### config.mk
export PLATFORM = sky130hd
export DESIGN_NAME = sfu_serial_port_block
export DESIGN_NICKNAME = d
export VERILOG_FILES = /design/src/design/sfu_uart_pkg.sv /design/src/design/sfu_serial_port_block.sv
export VERILOG_INCLUDE_DIRS = /design/src /design/src/design
export SDC_FILE = /design/constraint.sdc
export NUM_CORES = 1
export LEC_CHECK = 0
export ABC_AREA = 1
export BUFFER_PORTS_ARGS = -buffer_cell sky130_fd_sc_hd__buf_2
export CAP_MARGIN = 20
export CELL_PAD_IN_SITES_DETAIL_PLACEMENT = 0
export CELL_PAD_IN_SITES_GLOBAL_PLACEMENT = 1
export CORE_ASPECT_RATIO = 1.4
export CORE_MARGIN = 3
export CORE_UTILIZATION = 44
export CTS_CLUSTER_DIAMETER = 100
export CTS_CLUSTER_SIZE = 14
export DETAILED_ROUTE_END_ITERATION = 10
export GPL_TIMING_DRIVEN = 0
export HOLD_SLACK_MARGIN = 0.05
export MAX_ROUTING_LAYER = met4
export PLACE_DENSITY = 0.77
export SLEW_MARGIN = 5
export SYNTH_ARGS = -nofsm -noshare
export SYNTH_HDL_FRONTEND = slang
export SYNTH_SLANG_ARGS = --single-unit
### constraint.sdc
create_clock -name clk -period 1.74 [get_ports clk]
set_input_delay 0.348 -clock clk [delete_from_list [all_inputs] [get_ports clk]]
set_output_delay 0.348 -clock clk [all_outputs]
set_load 0.01 [all_outputs]
### src/design/sfu_uart_defs.svh
`ifndef SFU_UART_DEFS_SVH
`define SFU_UART_DEFS_SVH

// ****************************************
// register map (address is ignored by the port)
// ****************************************
`define SFU_TX_BYTE_PORT_ADDR  32'h5100_0000
`define SFU_RX_BYTE_PORT_ADDR  32'h5104_0000

// ****************************************
// frame layout and defaults
// ****************************************
`define SFU_DATA_BITS          4'h8
`define SFU_LAST_DATA_IDX      3'h7
`define SFU_LINE_IDLE          1'b1
`define SFU_START_LEVEL        1'b0
`define SFU_STOP_LEVEL         1'b1
`define SFU_CLOCK_HZ           10000000
`define SFU_BAUD               19200
`define SFU_FIFO_DEPTH         16
`define SFU_RDATA_PAD          8'h00

`endif

### src/design/sfu_uart_pkg.sv
package sfu_uart_pkg;

   typedef struct packed {
      logic        sel;
      logic        enable;
      logic        write;
      logic [15:0] addr;
      logic [15:0] wdata;
   } sfu_apb_req_type;

   typedef enum logic [3:0] {
      TX_IDLE  = 4'b0001,
      TX_START = 4'b0010,
      TX_DATA  = 4'b0100,
      TX_STOP  = 4'b1000
   } sfu_tx_state_type;

   typedef enum logic [3:0] {
      RX_IDLE  = 4'b0001,
      RX_START = 4'b0010,
      RX_DATA  = 4'b0100,
      RX_STOP  = 4'b1000
   } sfu_rx_state_type;

endpackage : sfu_uart_pkg

### src/design/sfu_serial_port_block.sv
`timescale 1ns/10ps
`include "sfu_uart_defs.svh"
// Function
// - frame is start, eight data, one stop
// - no flow control lines at all
// - baud is a parameter, default 19200
// - tick counter wraps at computed maximum
// - separate transmit and receive FIFOs
// - every write pushes transmit FIFO
// - only write data bits 7:0 used
// - write to full FIFO silently dropped
// - transmitter sends whenever FIFO holds data
// - receive sampled once per bit, stored
// - every read of a non-empty FIFO pops receive FIFO
// - read data upper byte always zero
// - read of empty FIFO is undefined
// - interrupt high while receive data pending
module sfu_serial_port_block #(
   parameter int clock_frequency_param = `SFU_CLOCK_HZ,
   parameter int target_baud_param     = `SFU_BAUD,
   parameter int FIFO_DEPTH            = `SFU_FIFO_DEPTH
) (
   input  wire logic                          clk,
   input  wire logic                          arst_n,
   input  wire logic                          clkEn,
   input  wire sfu_uart_pkg::sfu_apb_req_type apbReq,
   output logic [15:0]                        apbRdata,
   output logic                               transferDoneOut,
   input  wire logic                          serialInLine,
   output logic                               serialOutLine,
   output logic                               rxIrq
);

   // ****************************************
   // bit-rate tick
   // ****************************************
   localparam int TICK_MAX = clock_frequency_param / target_baud_param - 1;
   localparam int CW = $clog2(TICK_MAX + 2);
   localparam int AW = $clog2(FIFO_DEPTH);

   logic [CW-1:0] txCnt_q;
   logic [CW-1:0] rxCnt_q;
   wire           txTick = (txCnt_q == CW'(TICK_MAX));
   wire           rxTick = (rxCnt_q == CW'(TICK_MAX));

   // ****************************************
   // APB slave, no wait states
   // ****************************************
   wire apbAccess = apbReq.sel & apbReq.enable;
   wire apbWr     = apbAccess & apbReq.write;
   wire apbRd     = apbAccess & ~apbReq.write;
   assign transferDoneOut = 1'b1;

   // ****************************************
   // FIFOs
   // ****************************************
   logic [7:0]  txMem [FIFO_DEPTH];
   logic [7:0]  rxMem [FIFO_DEPTH];
   logic [AW:0] txWp_q, txRp_q, rxWp_q, rxRp_q;

   wire txEmpty = (txWp_q == txRp_q);
   wire txFull  = (txWp_q[AW-1:0] == txRp_q[AW-1:0]) & (txWp_q[AW] != txRp_q[AW]);
   wire rxEmpty = (rxWp_q == rxRp_q);
   wire rxFull  = (rxWp_q[AW-1:0] == rxRp_q[AW-1:0]) & (rxWp_q[AW] != rxRp_q[AW]);
   wire txPush  = apbWr & ~txFull; // no flag, byte just lost
   wire rxPop   = apbRd & ~rxEmpty;

   assign rxIrq = ~rxEmpty;

   // ****************************************
   // transmitter
   // ****************************************
   sfu_uart_pkg::sfu_tx_state_type txState_q;
   logic [7:0] txShift_q;
   logic [2:0] txIdx_q;
   logic       txLine_q;
   wire        txPop = (txState_q == sfu_uart_pkg::TX_IDLE) & ~txEmpty;

   // ****************************************
   // receiver
   // ****************************************
   sfu_uart_pkg::sfu_rx_state_type rxState_q;
   logic [7:0] rxShift_q;
   logic [2:0] rxIdx_q;
   logic [2:0] rxSync_q;
   logic       rxLevel_q;
   logic       rxPush_q;
   // change accepted only when stages two and three agree
   wire        rxSyncAgree = (rxSync_q[1] == rxSync_q[2]);

   // ****************************************
   // receive pin synchroniser
   // ****************************************
   always_ff @(posedge clk or negedge arst_n) begin
      if (!arst_n) begin
         rxSync_q <= 3'b111;
      end else if (clkEn) begin
         rxSync_q <= {rxSync_q[1:0], serialInLine};
      end
   end

   always_ff @(posedge clk or negedge arst_n) begin
      if (!arst_n) begin
         rxLevel_q <= `SFU_LINE_IDLE;
      end else if (clkEn && rxSyncAgree) begin
         rxLevel_q <= rxSync_q[2];
      end
   end

   // ****************************************
   // fifo storage
   // ****************************************
   // no reset on storage: empty reads return stale bytes
   always_ff @(posedge clk) begin
      if (clkEn && txPush) begin
         txMem[txWp_q[AW-1:0]] <= apbReq.wdata[7:0];
      end
   end

   always_ff @(posedge clk) begin
      if (clkEn && rxPush_q) begin
         rxMem[rxWp_q[AW-1:0]] <= rxShift_q;
      end
   end

   // ****************************************
   // fifo pointers
   // ****************************************
   wire [AW:0] txWp_d = txWp_q + 1'b1;
   wire [AW:0] txRp_d = txRp_q + 1'b1;
   wire [AW:0] rxWp_d = rxWp_q + 1'b1;
   wire [AW:0] rxRp_d = rxRp_q + 1'b1;

   always_ff @(posedge clk or negedge arst_n) begin
      if (!arst_n) begin
         txWp_q <= '0;
      end else if (clkEn && txPush) begin
         txWp_q <= txWp_d;
      end
   end

   always_ff @(posedge clk or negedge arst_n) begin
      if (!arst_n) begin
         txRp_q <= '0;
      end else if (clkEn && txPop) begin
         txRp_q <= txRp_d;
      end
   end

   always_ff @(posedge clk or negedge arst_n) begin
      if (!arst_n) begin
         rxWp_q <= '0;
      end else if (clkEn && rxPush_q) begin
         rxWp_q <= rxWp_d;
      end
   end

   always_ff @(posedge clk or negedge arst_n) begin
      if (!arst_n) begin
         rxRp_q <= '0;
      end else if (clkEn && rxPop) begin
         rxRp_q <= rxRp_d;
      end
   end

   // ****************************************
   // read data
   // ****************************************
   // data valid only while rxIrq was high
   wire [15:0] apbRdata_d = {`SFU_RDATA_PAD, rxMem[rxRp_q[AW-1:0]]};

   always_ff @(posedge clk or negedge arst_n) begin
      if (!arst_n) begin
         apbRdata <= 16'h0000;
      end else if (clkEn && apbRd) begin
         apbRdata <= apbRdata_d;
      end
   end

   // ****************************************
   // transmit bit-rate counter
   // ****************************************
   // held at zero while idle so every start bit is a full period
   wire [CW-1:0] txCnt_d = (txTick || txState_q == sfu_uart_pkg::TX_IDLE) ? '0 : txCnt_q + 1'b1;

   always_ff @(posedge clk or negedge arst_n) begin
      if (!arst_n) begin
         txCnt_q <= '0;
      end else if (clkEn) begin
         txCnt_q <= txCnt_d;
      end
   end

   // ****************************************
   // transmit sequencer
   // ****************************************
   always_ff @(posedge clk or negedge arst_n) begin
      if (!arst_n) begin
         txState_q <= sfu_uart_pkg::TX_IDLE;
         txShift_q <= 8'h00;
         txIdx_q   <= 3'h0;
         txLine_q  <= `SFU_LINE_IDLE;
      end else if (clkEn) begin
         case (txState_q)
            sfu_uart_pkg::TX_IDLE: begin
               txLine_q <= `SFU_LINE_IDLE;
               if (txPop) begin
                  txShift_q <= txMem[txRp_q[AW-1:0]];
                  txLine_q  <= `SFU_START_LEVEL;
                  txState_q <= sfu_uart_pkg::TX_START;
               end
            end
            sfu_uart_pkg::TX_START: begin
               if (txTick) begin
                  txLine_q  <= txShift_q[0];
                  txIdx_q   <= 3'h0;
                  txState_q <= sfu_uart_pkg::TX_DATA;
               end
            end
            sfu_uart_pkg::TX_DATA: begin
               if (txTick) begin
                  if (txIdx_q == `SFU_LAST_DATA_IDX) begin
                     txLine_q  <= `SFU_STOP_LEVEL;
                     txState_q <= sfu_uart_pkg::TX_STOP;
                  end else begin
                     txLine_q  <= txShift_q[txIdx_q + 3'h1];
                     txIdx_q   <= txIdx_q + 3'h1;
                  end
               end
            end
            sfu_uart_pkg::TX_STOP: begin
               if (txTick) begin
                  txLine_q  <= `SFU_LINE_IDLE;
                  txState_q <= sfu_uart_pkg::TX_IDLE;
               end
            end
            default: begin
               txState_q <= sfu_uart_pkg::TX_IDLE;
            end
         endcase
      end
   end

   assign serialOutLine = txLine_q; // no handshake gating

   // ****************************************
   // receive sequencer
   // ****************************************
   // one sample per bit, no oversampling: mid-bit point found only
   // by the half-period wait after the start edge
   always_ff @(posedge clk or negedge arst_n) begin
      if (!arst_n) begin
         rxState_q <= sfu_uart_pkg::RX_IDLE;
         rxShift_q <= 8'h00;
         rxIdx_q   <= 3'h0;
         rxCnt_q   <= '0;
         rxPush_q  <= 1'b0;
      end else if (clkEn) begin
         rxPush_q <= 1'b0;
         rxCnt_q <= rxTick ? '0 : rxCnt_q + 1'b1;
         case (rxState_q)
            sfu_uart_pkg::RX_IDLE: begin
               if (rxLevel_q == `SFU_START_LEVEL) begin
                  rxCnt_q   <= CW'(TICK_MAX / 2);
                  rxState_q <= sfu_uart_pkg::RX_START;
               end
            end
            sfu_uart_pkg::RX_START: begin
               if (rxTick) begin
                  rxIdx_q   <= 3'h0;
                  rxState_q <= (rxLevel_q == `SFU_START_LEVEL) ?
                               sfu_uart_pkg::RX_DATA : sfu_uart_pkg::RX_IDLE;
               end
            end
            sfu_uart_pkg::RX_DATA: begin
               if (rxTick) begin
                  rxShift_q <= {rxLevel_q, rxShift_q[7:1]};
                  rxIdx_q   <= rxIdx_q + 3'h1;
                  if (rxIdx_q == `SFU_LAST_DATA_IDX) begin
                     rxState_q <= sfu_uart_pkg::RX_STOP;
                  end
               end
            end
            sfu_uart_pkg::RX_STOP: begin
               if (rxTick) begin
                  // bad stop bit discards the byte; full fifo drops it
                  rxPush_q  <= (rxLevel_q == `SFU_STOP_LEVEL) & ~rxFull;
                  rxState_q <= sfu_uart_pkg::RX_IDLE;
               end
            end
            default: begin
               rxState_q <= sfu_uart_pkg::RX_IDLE;
            end
         endcase
      end
   end

endmodule : sfu_serial_port_block

==> flow_summary.yaml <==
logic_synthesis:
  ys_seq_elements: 340
  ys.flop_type: "edfxtp_1"
  yosys-top-cells-count: "nand2_1 (386), nor2_1 (280), edfxtp_1 (256)"
  postSynthAreaPerCell_um2: 9.97
  synth_edf_count: 256
  async_flop_share: 0.247
  yosysWarnings: 0
  yosys.area.top_type: "edfxtp_1"
  synth_area_leaders: "edfxtp_1 (52%), dfrtp_1 (13%), nand2_1 (9.7%)"
  syn-instance-count: 1497
  synth_most_common_cell: "nand2_1"
  ys_types: 37
  syn_area_um2: 14900
  synth_top_area_share: 0.515
  yosysSeqAreaShare: 0.657
timing:
  finalWorstSetupSlack_ns: -0.267
  period_minus_slack_ns: 2.01
  slew_viol_final: 0
  fmax_mhz: 498
  finalHoldWorstSlack_ns: 0.206
  tightest_slew_ns: 0.775
  finClkSkew_ns: 0.0167
  hold_viol: 0
  setup_viol: 5
  post-route-period-util: 1.15
  max-slew-margin-rel: 0.483
  rsz0062_at_grt: "yes"
  tns_ns: -0.281
route:
  via_count: 10280
  drt-met1-wl_um: 13400
  drtIter0Drc: 502
  drt_wl_total_um: 35500
  drc: 0
  ant_nets: 0
  met3_wirelength_um: 1390
  drt-wirelength-per-cell_um: 17.3
  via_per_inst: 5.01
  met2_length_um: 19500
  highest_layer: "met4"
  dr.pass1.iters: 5
floorplan:
  pin_count: 58
  initial_utilization: 0.448
  rows: 79
  die_area_um2: 36200
  die_width_um: 162
  coreArea_um2: 33300
  die_y_um: 224
final_layout:
  syn2layout_area_growth_pct: 16.0
  fill_cells: 3008
  postLayoutCellArea_um2: 17300
  n_antenna_cell: 0
  fin_nets: 1638
  layout-drive-gt1-share: 0.151
  fin_util: 0.520
critical_path:
  r2r_start: "txRp_q[0]$_DFFE_PN0P_"
  crit_path_start: "rxRp_q[1]$_DFFE_PN0P_"
  crit_fanout: 2
  cp-end-kind: "output pin"
  cp_data_required_time_ns: 1.39
  critical_path_class: "register to output pin"
  worst_setup_path_start_kind: "register"
  cp.arrival_ns: 1.66
clocking:
  clock_path_buffers: 3
  clkLatencyLatePin_ns: 0.56
  cts_sinks: 340
  cts_root_buffer: "clkbuf_16"
  cts_tree: "built"
  cts-buffers-inserted: 28
  htree_levels: 1
  clkTransAtPathRegs_ns: 0.07
placement:
  dp_hpwl_um: 24600
  io_buffers: 24
  post_dp_cell_area_um2: 15700
  place.gp.congestion: 0.872
job:
  maxCapViolations: 0
min_path:
  min_path_type: "input port to register"
  min_from: "apbReq[7]"
power:
  p_total_mw: 21.0
  combPwrFrac: 0.264
  sequentialPowerShare: 0.456
  powerDensity_nw_per_um2: 1210
  p_int_mw: 14.2
  power_frac_clock: 0.280
  ir_drop_uv: 922
  p_leak_nw: 6.85
  swShare: 0.323
  switchingPower_mw: 6.78
grt:
  grt_pass1_wl_um: 55800
  track_usage: 0.204
  overflow: 0
  grt_max_degree: 49
  antenna_found_initial: 0
  grt_pass1_vias: 10134
outcome:
  violations: "setup timing"
  status: "finished with violations"
worst max-delay path: stages (launching register included):
cell	delay, ns
dfrtp_1	0.39
buf_6	0.13
xor2_1	0.15
nor2_1	0.16
nand3_2	0.13
buf_6	0.15
through the flow:
| step | setup WS, ns | cells |
|---|---|---|
| final | -0.267 | 2050 |
| after global routing | -0.373 | 2050 |
| after CTS | -0.326 | 2051 |
| after detailed placement | -0.725 | 1974 |
| after global placement | -0.771 | 1973 |
| after floorplan | -0.0915 | 1504 |
final timing paths:
path	slack (ns)	to	cells past startpoint
max	-0.27	rxIrq	5
min	0.21	txMem[6][7]$_DFFE_PP_	1
max reg2reg	0	txMem[6][6]$_DFFE_PP_	9
min reg2reg	0.47	rxSync_q[2]$_DFFE_PN1P_	2
max in group asynchronous	0.71	rxSync_q[0]$_DFFE_PN1P_	3
min in group asynchronous	0.32	apbRdata[4]$_DFFE_PN0P_	2
flip-flops by register name (all words and copies together), names as in the netlist, 4 cells and up:
name	flops
rxMem	128
txMem	128
rxCnt_q	10
txCnt_q	10
apbRdata	8
rxShift_q	8
txShift_q	8
rxRp_q	5
rxWp_q	5
txRp_q	5
txWp_q	5
rxState_q	4
txState_q	4
cells in the final DEF, fill, tap and decap left out, types with 10 or more instances in the layout:
master / count
nand2_1: 374
edfxtp_1: 256
nor2_1: 240
o21ai_0: 98
nand3_1: 96
inv_1: 85
dfrtp_1: 71
buf_4: 44
nor2_4: 35
o21ai_1: 30
buf_2: 30
clkbuf_16: 29
clkbuf_1: 26
xor2_1: 18
ha_1: 14
buf_6: 11
a21oi_1: 11
inv_2: 10
cell families after synthesis:
family / count (synthesis) / synth area share
adder cells (fa/ha/maj): 16 / 0.0134
AO/OA/AOI/OAI: 151 / 0.0525
XOR/XNOR: 22 / 0.0129
buffers and inverters: 163 / 0.0470
other: 2 / 0.000503
flip-flops: 340 / 0.657
AND/OR/NAND/NOR: 803 / 0.217
per-layer routing:
layer	up-vias	GRT usage
met3	63	0.0202
li1	5121	-
met4	0	0.0688
met1	4887	0.227
met2	209	0.381
met5	-	-
area by class of cell:
cell class              count  area [um2]  share of cell area
repair buffers             52         384              0.0222
plain buffers              58         433              0.0250
flip-flops and latches    340        9810               0.566
multi-input cells        1001        4910               0.283
clock buffers              51         808              0.0467
well taps                 445         557              0.0322
inverters                 102         408              0.0236
clock inverters             1        11.3            0.000650
power groups by stage:
| stage | registers (mW) | clock network (mW) | logic [mW] |
|---|---|---|---|
| after floorplan | 9.65 | 0 | 3.39 |
| final | 9.58 | 5.88 | 5.54 |
| after global placement | 9.73 | 0 | 4.70 |
| after global routing | 9.64 | 6.38 | 6.23 |
| after detailed placement | 9.73 | 0 | 4.74 |
| after CTS | 9.58 | 6.04 | 5.21 |
repair_timing:
action / in CTS / in global routing
cloned: 0 / 0
buffers inserted: 25 / 11
gates resized for setup: 118 / 110
pin swaps: 19 / 24
setup endpoints to repair: 279 / 265
hold buffers: 2 / 0
hold endpoints to repair: 36 / 0
Note: power is estimated with default switching activity, not from simulation.
